## src/ppc_pkg.sv

```systemverilog
/*
  ppc_pkg: register map, field layout and reset values for the
  seven-pin port control block.
  Assumes an AXI4-Lite slave with 32-bit data, one register per word.
*/
package ppc_pkg;

  // ----------------------------------------------------------------
  // widths
  // ----------------------------------------------------------------
  localparam int unsigned PIN_COUNT = 7;
  localparam int unsigned ADDR_W    = 5;

  // ----------------------------------------------------------------
  // register byte addresses
  // ----------------------------------------------------------------
  localparam logic [ADDR_W-1:0] PIN_DATA_OFS   = 5'h00;
  localparam logic [ADDR_W-1:0] PIN_DIR_OFS    = 5'h04;
  localparam logic [ADDR_W-1:0] PULLUP_OFS     = 5'h08;
  localparam logic [ADDR_W-1:0] SLEW_OFS       = 5'h0C;
  localparam logic [ADDR_W-1:0] DRIVE_OFS      = 5'h10;

  // ----------------------------------------------------------------
  // reset values
  // ----------------------------------------------------------------
  localparam logic [PIN_COUNT-1:0] PIN_DATA_RST = 7'h00;
  localparam logic [PIN_COUNT-1:0] PIN_DIR_RST  = 7'h00;
  localparam logic [PIN_COUNT-1:0] PULLUP_RST   = 7'h00;
  localparam logic [PIN_COUNT-1:0] SLEW_RST     = 7'h00;
  localparam logic [PIN_COUNT-1:0] DRIVE_RST    = 7'h00;

  // ----------------------------------------------------------------
  // axi responses
  // ----------------------------------------------------------------
  localparam logic [1:0] RESP_OKAY   = 2'h0;
  localparam logic [1:0] RESP_SLVERR = 2'h2;

  typedef logic [PIN_COUNT-1:0] ppc_pins_type;

endpackage : ppc_pkg

```

## src/ppc_sync_if.sv

```systemverilog
/*
  ppc_sync_if: carries the raw pad levels into the synchroniser and the
  settled levels back to the port control top.
  Assumes a single clock domain on the receiving side.
*/
`timescale 1ns/1ns
`default_nettype none
interface ppc_sync_if;
  import ppc_pkg::*;
  ppc_pins_type raw;
  ppc_pins_type stable;
  modport sync (input raw, output stable);
  modport user (output raw, input stable);
endinterface : ppc_sync_if
`default_nettype wire

```

## src/ppc_pin_sync.sv

```systemverilog
/*
  ppc_pin_sync: three-stage synchroniser for the seven pad inputs; a new
  level is accepted only once stages two and three agree.
  Assumes pad levels are asynchronous to aclk.
*/
`timescale 1ns/1ns
`default_nettype none
module ppc_pin_sync (
  input  wire logic     aclk,
  input  wire logic     aresetn,
  ppc_sync_if.sync      pins
);
  import ppc_pkg::*;

  ppc_pins_type s1_q, s2_q, s3_q, st_q;
  ppc_pins_type s1_d, s2_d, s3_d, st_d;

  // stage one feeds only stage two
  always_comb begin
    s1_d = pins.raw;
    s2_d = s1_q;
    s3_d = s2_q;
    // take stage two where stages two and three agree, else hold, filters glitches
    st_d = (s2_q & ~(s2_q ^ s3_q)) | (st_q & (s2_q ^ s3_q));
  end

  // registers only
  always_ff @(posedge aclk) begin
    if (!aresetn) begin
      s1_q <= PIN_DATA_RST;
      s2_q <= PIN_DATA_RST;
      s3_q <= PIN_DATA_RST;
      st_q <= PIN_DATA_RST;
    end else begin
      s1_q <= s1_d;
      s2_q <= s2_d;
      s3_q <= s3_d;
      st_q <= st_d;
    end
  end

  assign pins.stable = st_q;

endmodule : ppc_pin_sync
`default_nettype wire

```

## src/ppc_port_ctrl.sv

```systemverilog
/*
  ppc_port_ctrl: seven-pin general-purpose port with per-pin pullup,
  slew-rate and drive-strength control, registers over AXI4-Lite.
  Assumes pad cells that take output, output enable, pullup, slew and
  drive controls per pin, and a single 125 MHz clock.
*/
// Contract
// - pullup bit 1 enables pin pullup
// - output pins keep pullup off always
// - slew bit 1 enables output slew limiting
// - input pins ignore the slew bit
// - drive bit 0 low, 1 high
// - direction 0 input, 1 drives output
// - reset leaves pins undriven, pullups off
`timescale 1ns/1ns
`default_nettype none
module ppc_port_ctrl (
  input  wire logic                       aclk,
  input  wire logic                       aresetn,
  input  wire logic [ppc_pkg::ADDR_W-1:0] s_axi_awaddr,
  input  wire logic                       s_axi_awvalid,
  output var  logic                       s_axi_awready,
  input  wire logic [31:0]                s_axi_wdata,
  input  wire logic [3:0]                 s_axi_wstrb,
  input  wire logic                       s_axi_wvalid,
  output var  logic                       s_axi_wready,
  output var  logic [1:0]                 s_axi_bresp,
  output var  logic                       s_axi_bvalid,
  input  wire logic                       s_axi_bready,
  input  wire logic [ppc_pkg::ADDR_W-1:0] s_axi_araddr,
  input  wire logic                       s_axi_arvalid,
  output var  logic                       s_axi_arready,
  output var  logic [31:0]                s_axi_rdata,
  output var  logic [1:0]                 s_axi_rresp,
  output var  logic                       s_axi_rvalid,
  input  wire logic                       s_axi_rready,
  input  wire ppc_pkg::ppc_pins_type      pin_in,
  output var  ppc_pkg::ppc_pins_type      pin_out,
  output var  ppc_pkg::ppc_pins_type      pin_oe,
  output var  ppc_pkg::ppc_pins_type      pin_pullup,
  output var  ppc_pkg::ppc_pins_type      pin_slew,
  output var  ppc_pkg::ppc_pins_type      pin_drive_high
);
  import ppc_pkg::*;

  // ----------------------------------------------------------------
  // pad input synchroniser
  // ----------------------------------------------------------------
  ppc_sync_if sync_bus ();
  assign sync_bus.raw = pin_in;

  ppc_pin_sync u_sync (
    .aclk    (aclk),
    .aresetn (aresetn),
    .pins    (sync_bus)
  );

  // ----------------------------------------------------------------
  // register state
  // ----------------------------------------------------------------
  ppc_pins_type data_q, dir_q, pullup_enable_q, slew_rate_enable_q, drive_strength_select_q;
  ppc_pins_type data_d, dir_d, pullup_enable_d, slew_rate_enable_d, drive_strength_select_d;

  logic              aw_held_q, w_held_q, bvalid_q, rvalid_q;
  logic              aw_held_d, w_held_d, bvalid_d, rvalid_d;
  logic [ADDR_W-1:0] awaddr_q, awaddr_d;
  logic [31:0]       wdata_q, wdata_d, rdata_q, rdata_d;
  logic              wlane0_q, wlane0_d;
  logic [1:0]        bresp_q, bresp_d, rresp_q, rresp_d;
  // readies kept in flops so no bus output is combinational
  logic              awready_q, wready_q, arready_q;
  logic              awready_d, wready_d, arready_d;

  ppc_pins_type out_q, oe_q, pu_q, slew_q, drv_q;
  ppc_pins_type out_d, oe_d, pu_d, slew_d, drv_d;

  // true when the byte address names one of the five registers
  function automatic logic addr_hit(input logic [ADDR_W-1:0] a);
    addr_hit = (a == PIN_DATA_OFS) || (a == PIN_DIR_OFS) || (a == PULLUP_OFS)
            || (a == SLEW_OFS) || (a == DRIVE_OFS);
  endfunction : addr_hit

  // pad-facing view of the data register: input pins show the pin
  function automatic ppc_pins_type data_view(input ppc_pins_type dir,
                                             input ppc_pins_type dat,
                                             input ppc_pins_type pad);
    data_view = (dir & dat) | (~dir & pad);
  endfunction : data_view

  logic do_write;
  logic do_read;

  // ----------------------------------------------------------------
  // write channel: address and data accepted in either order
  // ----------------------------------------------------------------
  always_comb begin
    aw_held_d = aw_held_q;
    w_held_d  = w_held_q;
    awaddr_d  = awaddr_q;
    wdata_d   = wdata_q;
    wlane0_d  = wlane0_q;
    bvalid_d  = bvalid_q;
    bresp_d   = bresp_q;
    if (s_axi_awvalid && !aw_held_q && !bvalid_q) begin
      aw_held_d = 1'b1;
      awaddr_d  = s_axi_awaddr;
    end
    if (s_axi_wvalid && !w_held_q && !bvalid_q) begin
      w_held_d = 1'b1;
      wdata_d  = s_axi_wdata;
      wlane0_d = s_axi_wstrb[0];
    end
    do_write = aw_held_q && w_held_q && !bvalid_q;
    if (do_write) begin
      aw_held_d = 1'b0;
      w_held_d  = 1'b0;
      bvalid_d  = 1'b1;
      bresp_d   = addr_hit(awaddr_q) ? RESP_OKAY : RESP_SLVERR;
    end else if (bvalid_q && s_axi_bready) begin
      bvalid_d = 1'b0;
    end
    awready_d = !aw_held_d && !bvalid_d;
    wready_d  = !w_held_d && !bvalid_d;
  end

  // ----------------------------------------------------------------
  // register update; bit 7 of each byte is never stored
  // ----------------------------------------------------------------
  always_comb begin
    data_d                  = data_q;
    dir_d                   = dir_q;
    pullup_enable_d         = pullup_enable_q;
    slew_rate_enable_d      = slew_rate_enable_q;
    drive_strength_select_d = drive_strength_select_q;
    if (do_write && wlane0_q) begin
      case (awaddr_q)
        PIN_DATA_OFS: data_d                  = wdata_q[PIN_COUNT-1:0];
        PIN_DIR_OFS:  dir_d                   = wdata_q[PIN_COUNT-1:0];
        PULLUP_OFS:   pullup_enable_d         = wdata_q[PIN_COUNT-1:0];
        SLEW_OFS:     slew_rate_enable_d      = wdata_q[PIN_COUNT-1:0];
        DRIVE_OFS:    drive_strength_select_d = wdata_q[PIN_COUNT-1:0];
        default:      data_d                  = data_q;
      endcase
    end
  end

  // ----------------------------------------------------------------
  // read channel: one read at a time, answer one cycle after arvalid
  // ----------------------------------------------------------------
  always_comb begin
    rvalid_d = rvalid_q;
    rdata_d  = rdata_q;
    rresp_d  = rresp_q;
    do_read  = s_axi_arvalid && !rvalid_q;
    if (do_read) begin
      rvalid_d = 1'b1;
      rresp_d  = addr_hit(s_axi_araddr) ? RESP_OKAY : RESP_SLVERR;
      rdata_d  = 32'h0000_0000; // upper bits and bit 7 read zero
      case (s_axi_araddr)
        PIN_DATA_OFS: rdata_d[PIN_COUNT-1:0] = data_view(dir_q, data_q, sync_bus.stable);
        PIN_DIR_OFS:  rdata_d[PIN_COUNT-1:0] = dir_q;
        PULLUP_OFS:   rdata_d[PIN_COUNT-1:0] = pullup_enable_q;
        SLEW_OFS:     rdata_d[PIN_COUNT-1:0] = slew_rate_enable_q;
        DRIVE_OFS:    rdata_d[PIN_COUNT-1:0] = drive_strength_select_q;
        default:      rdata_d                = 32'h0000_0000;
      endcase
    end else if (rvalid_q && s_axi_rready) begin
      rvalid_d = 1'b0;
    end
    arready_d = !rvalid_d;
  end

  // ----------------------------------------------------------------
  // pad controls, qualified by direction except drive strength
  // ----------------------------------------------------------------
  always_comb begin
    out_d  = data_q & dir_q;                    // output level only where driven
    oe_d   = dir_q;
    pu_d   = pullup_enable_q & ~dir_q;
    slew_d = slew_rate_enable_q & dir_q;
    drv_d  = drive_strength_select_q;
  end

  // all state but the readies clears at reset, so no pin is driven or pulled up
  always_ff @(posedge aclk) begin
    if (!aresetn) begin
      data_q                  <= PIN_DATA_RST;
      dir_q                   <= PIN_DIR_RST;
      pullup_enable_q         <= PULLUP_RST;
      slew_rate_enable_q      <= SLEW_RST;
      drive_strength_select_q <= DRIVE_RST;
      aw_held_q               <= 1'b0;
      w_held_q                <= 1'b0;
      bvalid_q                <= 1'b0;
      rvalid_q                <= 1'b0;
      awaddr_q                <= '0;
      wdata_q                 <= 32'h0000_0000;
      wlane0_q                <= 1'b0;
      bresp_q                 <= RESP_OKAY;
      rresp_q                 <= RESP_OKAY;
      rdata_q                 <= 32'h0000_0000;
      awready_q               <= 1'b1;
      wready_q                <= 1'b1;
      arready_q               <= 1'b1;
      out_q                   <= PIN_DATA_RST;
      oe_q                    <= PIN_DIR_RST;
      pu_q                    <= PULLUP_RST;
      slew_q                  <= SLEW_RST;
      drv_q                   <= DRIVE_RST;
    end else begin
      data_q                  <= data_d;
      dir_q                   <= dir_d;
      pullup_enable_q         <= pullup_enable_d;
      slew_rate_enable_q      <= slew_rate_enable_d;
      drive_strength_select_q <= drive_strength_select_d;
      aw_held_q               <= aw_held_d;
      w_held_q                <= w_held_d;
      bvalid_q                <= bvalid_d;
      rvalid_q                <= rvalid_d;
      awaddr_q                <= awaddr_d;
      wdata_q                 <= wdata_d;
      wlane0_q                <= wlane0_d;
      bresp_q                 <= bresp_d;
      rresp_q                 <= rresp_d;
      rdata_q                 <= rdata_d;
      awready_q               <= awready_d;
      wready_q                <= wready_d;
      arready_q               <= arready_d;
      out_q                   <= out_d;
      oe_q                    <= oe_d;
      pu_q                    <= pu_d;
      slew_q                  <= slew_d;
      drv_q                   <= drv_d;
    end
  end

  // ----------------------------------------------------------------
  // outputs, all straight from flip-flops
  // ----------------------------------------------------------------
  assign s_axi_awready  = awready_q;
  assign s_axi_wready   = wready_q;
  assign s_axi_bvalid   = bvalid_q;
  assign s_axi_bresp    = bresp_q;
  assign s_axi_arready  = arready_q;
  assign s_axi_rvalid   = rvalid_q;
  assign s_axi_rdata    = rdata_q;
  assign s_axi_rresp    = rresp_q;
  assign pin_out        = out_q;
  assign pin_oe         = oe_q;
  assign pin_pullup     = pu_q;
  assign pin_slew       = slew_q;
  assign pin_drive_high = drv_q;

endmodule : ppc_port_ctrl
`default_nettype wire

```

## config.mk

```make
export PLATFORM = sky130hd
export DESIGN_NAME = ppc_port_ctrl
export DESIGN_NICKNAME = d
export VERILOG_FILES = /design/src/ppc_pkg.sv /design/src/ppc_sync_if.sv /design/src/ppc_pin_sync.sv /design/src/ppc_port_ctrl.sv
export SDC_FILE = /design/constraint.sdc
export NUM_CORES = 1
export LEC_CHECK = 0
export ABC_AREA = 1
export BUFFER_PORTS_ARGS = -buffer_cell sky130_fd_sc_hd__buf_2
export CORE_MARGIN = 2
export CORE_UTILIZATION = 45
export CTS_BUF_LIST = sky130_fd_sc_hd__clkbuf_2
export DETAILED_ROUTE_END_ITERATION = 10
export GPL_TIMING_DRIVEN = 0
export PLACE_DENSITY = 0.72
export SLEW_MARGIN = 0
export SYNTH_ARGS = -nofsm -noshare
export SYNTH_HDL_FRONTEND = slang
export SYNTH_HIERARCHICAL = 1
export SYNTH_SLANG_ARGS = --single-unit
```

## constraint.sdc

```tcl
create_clock -name aclk -period 2.73 [get_ports aclk]
set_input_delay 0.1365 -clock aclk [delete_from_list [all_inputs] [get_ports aclk]]
set_output_delay 0.1365 -clock aclk [all_outputs]
set_load 0.03 [all_outputs]
```

# Word level (Yosys, flattened, before mapping)
# Cells that the tools add are included.
[classes]
eq_ne = 8
n_mux = 11
bitwise_logic = 11
n_reduce_logical = 35
[op_table]
columns = ["cell", "n"]
rows = [
  ["7-bit bitwise AND", 6],
  ["7-bit case mux with 5 select lines", 1],
  ["5-bit by 4-bit == test with 1-bit output (second input constant)", 4],
  ["7-bit inverter", 2],
  ["7-bit OR", 2],
  ["1-bit logical AND", 12],
  ["5-bit by 3-bit == test with 1-bit output (second input constant)", 2],
  ["5-bit == test (second input constant)", 2],
  ["5-bit zero test", 2],
  ["2-bit AND reduction", 5],
  ["1-bit zero test", 8],
  ["1-bit logical OR", 8],
  ["1-bit two-way mux", 8],
  ["7-bit bitwise XOR", 1],
  ["2-bit two-way mux", 2],
]
[word_totals]
reg_bits = 129
input_bits = 60
out_inout_bits = 76
word_cells = 92

# Logic depth before layout (Yosys ltp)
# Gate-level depths: netlist of the first run.
[logic_depth]
word_depth = 7
depth_mapped = 9
mapped_depth_nobuf = 9

# Cells and area by module
# Netlist of the first run, hierarchy kept.
[modules_own_cells]
columns = ["mod", "instances", "cells_per_inst", "area_each_um2", "seq_area_each_um2"]
rows = [
  ["ppc_port_ctrl", 1, 499, 3963.8, 1981.9],
  ["ppc_pin_sync", 1, 94, 855.8, 560.5],
]

# Worst setup path after synthesis of the first run
# OpenSTA, ideal clock, no wires.
[synth_timing]
path_kind = "register to register"
startpoint = "reg bvalid_q (netlist: s_axi_bvalid)"
endpoint = "reg data_q[3]"
setup_ns = 0.119
arrival_time_ns = 1.184
required_ns = 2.611
slack_ns = 1.427
path_stages_with_launch = 8
n_path_buf = 1
period_less_slack_ns = 1.303
cell_sequence = "dfxtp_1 inv_2 nand3_4 nor2_8 nand3_2 buf_6 o21ai_0 a21oi_1"
[synth_via]
elab_chain_cells = 4
[synth_rtl]
columns = ["element", "line_no", "rtl"]
rows = [
  ["start, declared", "ppc_port_ctrl.sv:64", "logic aw_held_q, w_held_q, bvalid_q, rvalid_q;"],
  ["start signal, assigned", "ppc_port_ctrl.sv:218", "bvalid_q <= bvalid_d;"],
  ["1-bit zero test", "ppc_port_ctrl.sv:113", "do_write = aw_held_q && w_held_q && !bvalid_q;"],
  ["1-bit logical AND", "ppc_port_ctrl.sv:113", ""],
  ["1-bit logical AND", "ppc_port_ctrl.sv:135", "if (do_write && wlane0_q) begin"],
  ["2-bit AND reduction (no source line)", "-", ""],
  ["end signal, assigned", "ppc_port_ctrl.sv:211", "data_q <= data_d;"],
  ["end, declared", "ppc_port_ctrl.sv:61", "ppc_pins_type data_q, dir_q, pullup_enable_q, slew_rate_enable_q, drive_strength_select_q;"],
]
# No other way between the ends.
# A chain may end at the register's enable or synchronous reset.

# Final worst setup path of the first run
[layout_timing]
startpoint = "in s_axi_araddr[4] (netlist bit)"
endpoint = "reg rdata_q[6] (netlist: s_axi_rdata[6])"
[layout_via]
elab_chain_cells = 2
elab_cells_between_ends = 6
cone_classes = "eq/ne (4); mux (1); reduce/logical (1)"
[layout_rtl]
columns = ["element", "line_no", "rtl"]
rows = [
  ["start, declared", "ppc_port_ctrl.sv:30", "input wire logic [ppc_pkg::ADDR_W-1:0] s_axi_araddr,"],
  ["5-bit == test, or another cell as far along", "ppc_port_ctrl.sv:159", "case (s_axi_araddr)"],
  ["7-bit case mux with 5 select lines (*)", "ppc_port_ctrl.sv:159", ""],
  ["end signal, assigned", "ppc_port_ctrl.sv:225", "rdata_q <= rdata_d;"],
  ["end, declared", "ppc_port_ctrl.sv:67", "logic [31:0] wdata_q, wdata_d, rdata_q, rdata_d;"],
]
# Every way passes the cells marked *; elsewhere a longest branch is shown, timed or not.

==> flow_summary.ini, run 1 <==
[run_status]
status = finished, final reports clean

[clocking]
cts_made_buffers = 17
post_cts_buffers = 0
cts.sinks = 127
root_buffer = clkbuf_2
htreeDepth = 4
postCtsHoldBufs = 70
cts_tree = done
clock_latency_ns = 0.70
clock_path_buffers = 2
cts_resized = 0
clk_pin_slew_ns = 0.21

[timing]
min_period_ns = 2.58
tightest_slew_ns = 0.680
whs_ns = 0.345
finalSetupViolCount = 0
hold_violations = 0
period_share = 0.945
skew_ns = 0.0318
setup_tns_ns = 0
slew_headroom = 0.547
slew_viol_final = 0
rsz0062_at_grt = no
fmax_mhz = 388

[setup_path]
start_kind = primary input
path_max_fanout = 10
timing.reg2reg.setup_slack_ns = 0.50
cp.required_ns = 3.39
arrival_ns = 3.24
critPathKind = primary input to flop
crit_path_end_kind = flop

[final_layout]
nets = 847
stdcell_count = 936
final_cell_mix = dfxtp_1, nand2_1, buf_2
area_growth_pct = 32.6
final_common_cell = dfxtp_1
drive_above_1_share = 0.220
diodes = 0
fin_area_sq_um = 6390

[grt]
first_global_vias = 4215
globalRouteTotalUtil = 0.216
grt_max_degree = 17
antenna_found_initial = 0
grt.overflow.total = 0
grt_pass1_wl_um = 19300

[place]
post-place-cells = 834
hpwl_um = 8170
gp_congestion = 0.889
placed_area_sq_um = 5480
port_buffers = 79

[logic_synthesis]
seq_area_frac_synth = 0.528
synth_flop_cell = dfxtp_1
syn_inst = 593
synth.top_cell.area_share = 0.528
synthArstFlopShare = 0
yosys-top-cells-area = dfxtp_1, nand2_1, inv_1, o21ai_0, nor2_1
yosys_warnings = 6
synth-edff-count = 0
synth.distinct_cells = 27
ys_ff_latch = 127
synth_area_leader_cell = dfxtp_1
netlist_area_sq_um = 4820
avgSynthCellArea_sq_um = 8.13

[power]
p_leak_nw = 3.12
vdd_ir_drop_max_mv = 0.304
power-per-cell-area_nw_per_um2 = 530

[drt]
via_count = 4386
drt_iter0_drc = 241
drc = 0
drtPass1Iterations = 7
routed_wl_um = 11900
ant_nets = 0
wl_per_cell_um = 12.8
avgViaCountPerCell = 4.69

[floorplanning]
die_h_um = 107
rows = 37
core_area_sq_um = 10400
initial_core_util = 0.465
io_pins = 136
fp.dieW_um = 107
die-area_sq_um = 11600

[worst_hold_path]
hold_class = primary input to flop

[run]
cap_violations = 0
power breakdown:
part	leakage (nW)	internal, mW	total (mW)	switching [mW]
Clock	0.117	0.319	1.03	0.708
Sequential	1.03	1.90	1.94	0.0399
Combinational	1.97	0.182	0.418	0.236
sequential cells by signal, indices dropped and copies added (netlist names), 5 cells and up, named ones only:
register / flops
awaddr_q: 5
data_q: 7
dir_q: 7
drive_strength_select_q: 7
pin_drive_high: 7
pin_oe: 7
pin_out: 7
pin_pullup: 7
pin_slew: 7
pullup_enable_q: 7
s_axi_rdata: 7
slew_rate_enable_q: 7
u_sync/s1_q: 7
u_sync/s2_q: 7
u_sync/s3_q: 7
wdata_q: 7
per-stage QoR:
| step | worst slack [ns] | power, mW | util |
|---|---|---|---|
| 6_report | 0.149 | 3.39 | 0.616 |
| 2_1_floorplan | 1.43 | 2.21 | - |
| 3_5_place_dp | 1.36 | 2.29 | 0.529 |
| 4_1_cts | 0.239 | 3.39 | 0.616 |
| 3_3_place_gp | 1.35 | 2.28 | 0.529 |
| 5_1_grt | 0.0947 | 3.54 | 0.616 |
path summary, 6_finish.rpt:
| kind | cells past startpoint | end | startpoint |
|---|---|---|---|
| hold reg to reg | 2 | u_sync/s2_q[0] | u_sync/s1_q[0] |
| setup reg to reg | 11 | s_axi_rdata[6] | dir_q[6] |
| hold / removal | 5 | u_sync/s3_q[6] | aresetn |
| setup / recovery | 11 | s_axi_rdata[6] | s_axi_araddr[4] |
Yosys cell counts (all sizes together) (2+ instances only):
cell type and instances:
inv 83, nand3 12, nor2 72, a21oi 51, o21ai 61, nor3 9, nand4 25, clkinv 2
nand2 98, buf 45, dfxtp 127, clkbuf 5
layer usage:
layer	share of wire	up-vias	wire length, um	track usage
met2	0.50	158	5970	0.375
met4	0.014	0	163	0.0705
met3	0.060	17	714	0.0593
met1	0.43	1991	5090	0.258
met5	0	-	0	0
li1	-	2220	-	-
critical path, stage by stage:
cell and delay (ns):
dlygate4sd3_1 0.53, buf_2 0.16, buf_6 0.14, nor4_4 0.23, dlygate4sd3_1 0.64, nand2_1 0.07, nand2_1 0.07, dlygate4sd3_1 0.54
nand2_1 0.05, a21oi_1 0.11, dlygate4sd3_1 0.56
cells by family after synthesis:
family / count (synthesis) / synth area share
and+or+nand+nor: 218 / 0.208
AOI/OAI and AO/OA: 112 / 0.121
DFF: 127 / 0.528
other: 1 / 0.000778
buffers and inverters: 135 / 0.143
cell type report:
class                           count  area [sq um]
Clock inverter                     15           121
Fill cell                         895          3980
Inverter                           85           319
Sequential cell                   127          2540
Multi-Input combinational cell    357          1690
Tap cell                          136           170
Clock buffer                       17          85.1
Buffer                             50           368
Timing Repair Buffer              149          1100
Note: power is estimated with default switching activity, not from simulation.
==> run 2, diff against run 1 <==
--- a/config.mk
+++ b/config.mk
@@ -7,12 +7,14 @@
 export LEC_CHECK = 0
 export ABC_AREA = 1
 export BUFFER_PORTS_ARGS = -buffer_cell sky130_fd_sc_hd__buf_2
+export CELL_PAD_IN_SITES_DETAIL_PLACEMENT = 2
+export CELL_PAD_IN_SITES_GLOBAL_PLACEMENT = 2
 export CORE_MARGIN = 2
-export CORE_UTILIZATION = 45
+export CORE_UTILIZATION = 33
 export CTS_BUF_LIST = sky130_fd_sc_hd__clkbuf_2
 export DETAILED_ROUTE_END_ITERATION = 10
 export GPL_TIMING_DRIVEN = 0
-export PLACE_DENSITY = 0.72
+export PLACE_DENSITY = 0.89
 export SLEW_MARGIN = 0
 export SYNTH_ARGS = -nofsm -noshare
 export SYNTH_HDL_FRONTEND = slang
==> run 2 against run 1 <==
Net effect: global-route usage rose by 3.7 points; first-iteration DRC count is 8.3% higher; design area grew 2.3%; non-clock buffer count stayed put; core utilization is 16 points lower; wire length is 61% higher; maximum frequency fell by 0.93%; largest cell class unchanged; sequential power about the same; critical path type unchanged.
==> flow_summary.ini, run 2 (same netlist as run 1, synthesis figures left out) <==
[run_status]
status = finished, final reports clean

[drt]
drc = 0
ant_nets = 0
routed_wl_um = 19200
drt_iter0_drc = 261
avgViaCountPerCell = 4.78
wl_per_cell_um = 19.5
drtPass1Iterations = 6
via_count = 4699

[floorplanning]
die-area_sq_um = 15600
core_area_sq_um = 14400
io_pins = 136
initial_core_util = 0.334
rows = 44
fp.dieW_um = 125
die_h_um = 125

[power]
power.internal_mw = 2.70
switching_power_mw = 1.18
pwr-share-comb = 0.116
p_leak_nw = 3.16
vdd_ir_drop_max_mv = 0.228
p_clk_frac = 0.381
pwr-share-seq = 0.503
total_power_mw = 3.88
power-per-cell-area_nw_per_um2 = 594
switching_share = 0.304

[clocking]
cts_made_buffers = 17
clock_path_buffers = 2
clock_latency_ns = 0.79
cts.sinks = 127
post_cts_buffers = 0
htreeDepth = 4
clk_pin_slew_ns = 0.24
cts_tree = done
root_buffer = clkbuf_2

[timing]
slew_viol_final = 0
tightest_slew_ns = 0.772
fmax_mhz = 384
skew_ns = 0.0572
hold_violations = 0
finalSetupViolCount = 0
setup_tns_ns = 0
rsz0062_at_grt = no
period_share = 0.954
min_period_ns = 2.60
slew_headroom = 0.485

[grt]
grt_max_degree = 17
grtUsageMet2 = 0.464
antenna_found_initial = 0
grtUsageMet1 = 0.278
globalRouteTotalUtil = 0.253
first_global_vias = 5269
grt_pass1_wl_um = 30300
grt_busiest_layer = met2
met3_usage = 0.0563
grt.overflow.total = 0

[setup_path]
crit_start = s_axi_araddr[4]
critPathSlowestCell = dlygate4sd3_1
reg2reg_from = s_axi_bvalid
cpLargestDelayFamily = buffers and inverters
crit_buf_inv = 6
start_kind = primary input
path_max_fanout = 10
path_common_cell = dlygate4sd3_1
critPathKind = primary input to flop
arrival_ns = 3.32
cpPeakStageDelay_ns = 0.65
cp.required_ns = 3.44
crit_chain = dlygate4sd3_1 -> buf_2 -> buf_6 -> nor4_4 -> dlygate4sd3_1 -> nand2_1 -> nand2_1 -> dlygate4sd3_1 -> nand2_1 -> a21oi_2 -> dlygate4sd3_1
crit_path_end_kind = flop

[worst_hold_path]
hp-start = s_axi_bready
hold_class = primary input to flop

[final_layout]
diodes = 0
area_growth_pct = 35.6
drive_above_1_share = 0.223
nets = 847
final_common_cell = dfxtp_1
final_cell_mix = dfxtp_1, nand2_1, buf_2

[place]
hpwl_um = 11000
gp_congestion = 0.844
port_buffers = 79

[run]
cap_violations = 0
## run 2: changes by cell type in the layout (fill, tap and decap cells not counted), sizes merged
cell,change
bufinv,+3
clkinv,-3
clkinvlp,-2
inv,+2
## run 2: power by group through the flow
stage	clock network (mW)	registers, mW	logic, mW
floorplan	0	1.98	0.225
global placement	0	1.98	0.315
detailed placement	0	1.98	0.332
CTS	1.44	1.95	0.425
global route	1.58	1.96	0.487
finish	1.48	1.95	0.452
## run 2: final timing paths
kind | endpoint | slack (ns) | cells after the start
worst min register to register | u_sync/s2_q[5] | 0.43 | 2
worst max-delay path | s_axi_rdata[3] | 0.13 | 11
worst min-delay path | s_axi_bvalid | 0.21 | 4
worst max register to register | awaddr_q[2] | 0.19 | 6
## run 2: area by class of cell
class                   count  area [sq um]
plain buffers              50           368
clock buffers              17          85.1
clock inverters            15           209
fillers                  1657          7890
inverters                  85           319
multi-input cells         357          1690
flip-flops and latches    127          2540
well taps                 184           230
repair buffers            149          1100
## run 2: through the flow
| stage | instance area [sq um] | instances | hold WS, ns | util | setup slack, ns |
|---|---|---|---|---|---|
| 2_1_floorplan | 4920 | 619 | 0.230 | - | 1.43 |
| 3_3_place_gp | 5540 | 882 | 0.319 | 0.384 | 1.22 |
| 3_5_place_dp | 5540 | 882 | 0.328 | 0.384 | 1.18 |
| 4_1_cts | 6540 | 984 | 0.167 | 0.453 | 0.219 |
| 5_1_grt | 6540 | 984 | 0.215 | 0.453 | 0.0897 |
| 6_report | 6540 | 984 | 0.211 | 0.453 | 0.125 |
## run 2: tightest hold or removal path, delay by kind of cell
| kind | cells | cell delay [ns] |
|---|---|---|
| buffers and inverters | 2 | 0.63 |
| AOI/OAI and AO/OA | 1 | 0.10 |
| and+or+nand+nor | 1 | 0.10 |
## run 2: what timing repair did
item,4_1_cts,5_1_grt
hold buffers,70,0
gates resized for setup,0,0
endpoints found under the hold margin,63,0
## run 2: per-layer routing
metal,part of all wire,vias up
met5,0,-
met4,0.034,0
met3,0.040,44
met2,0.53,146
met1,0.39,2292
li1,-,2217
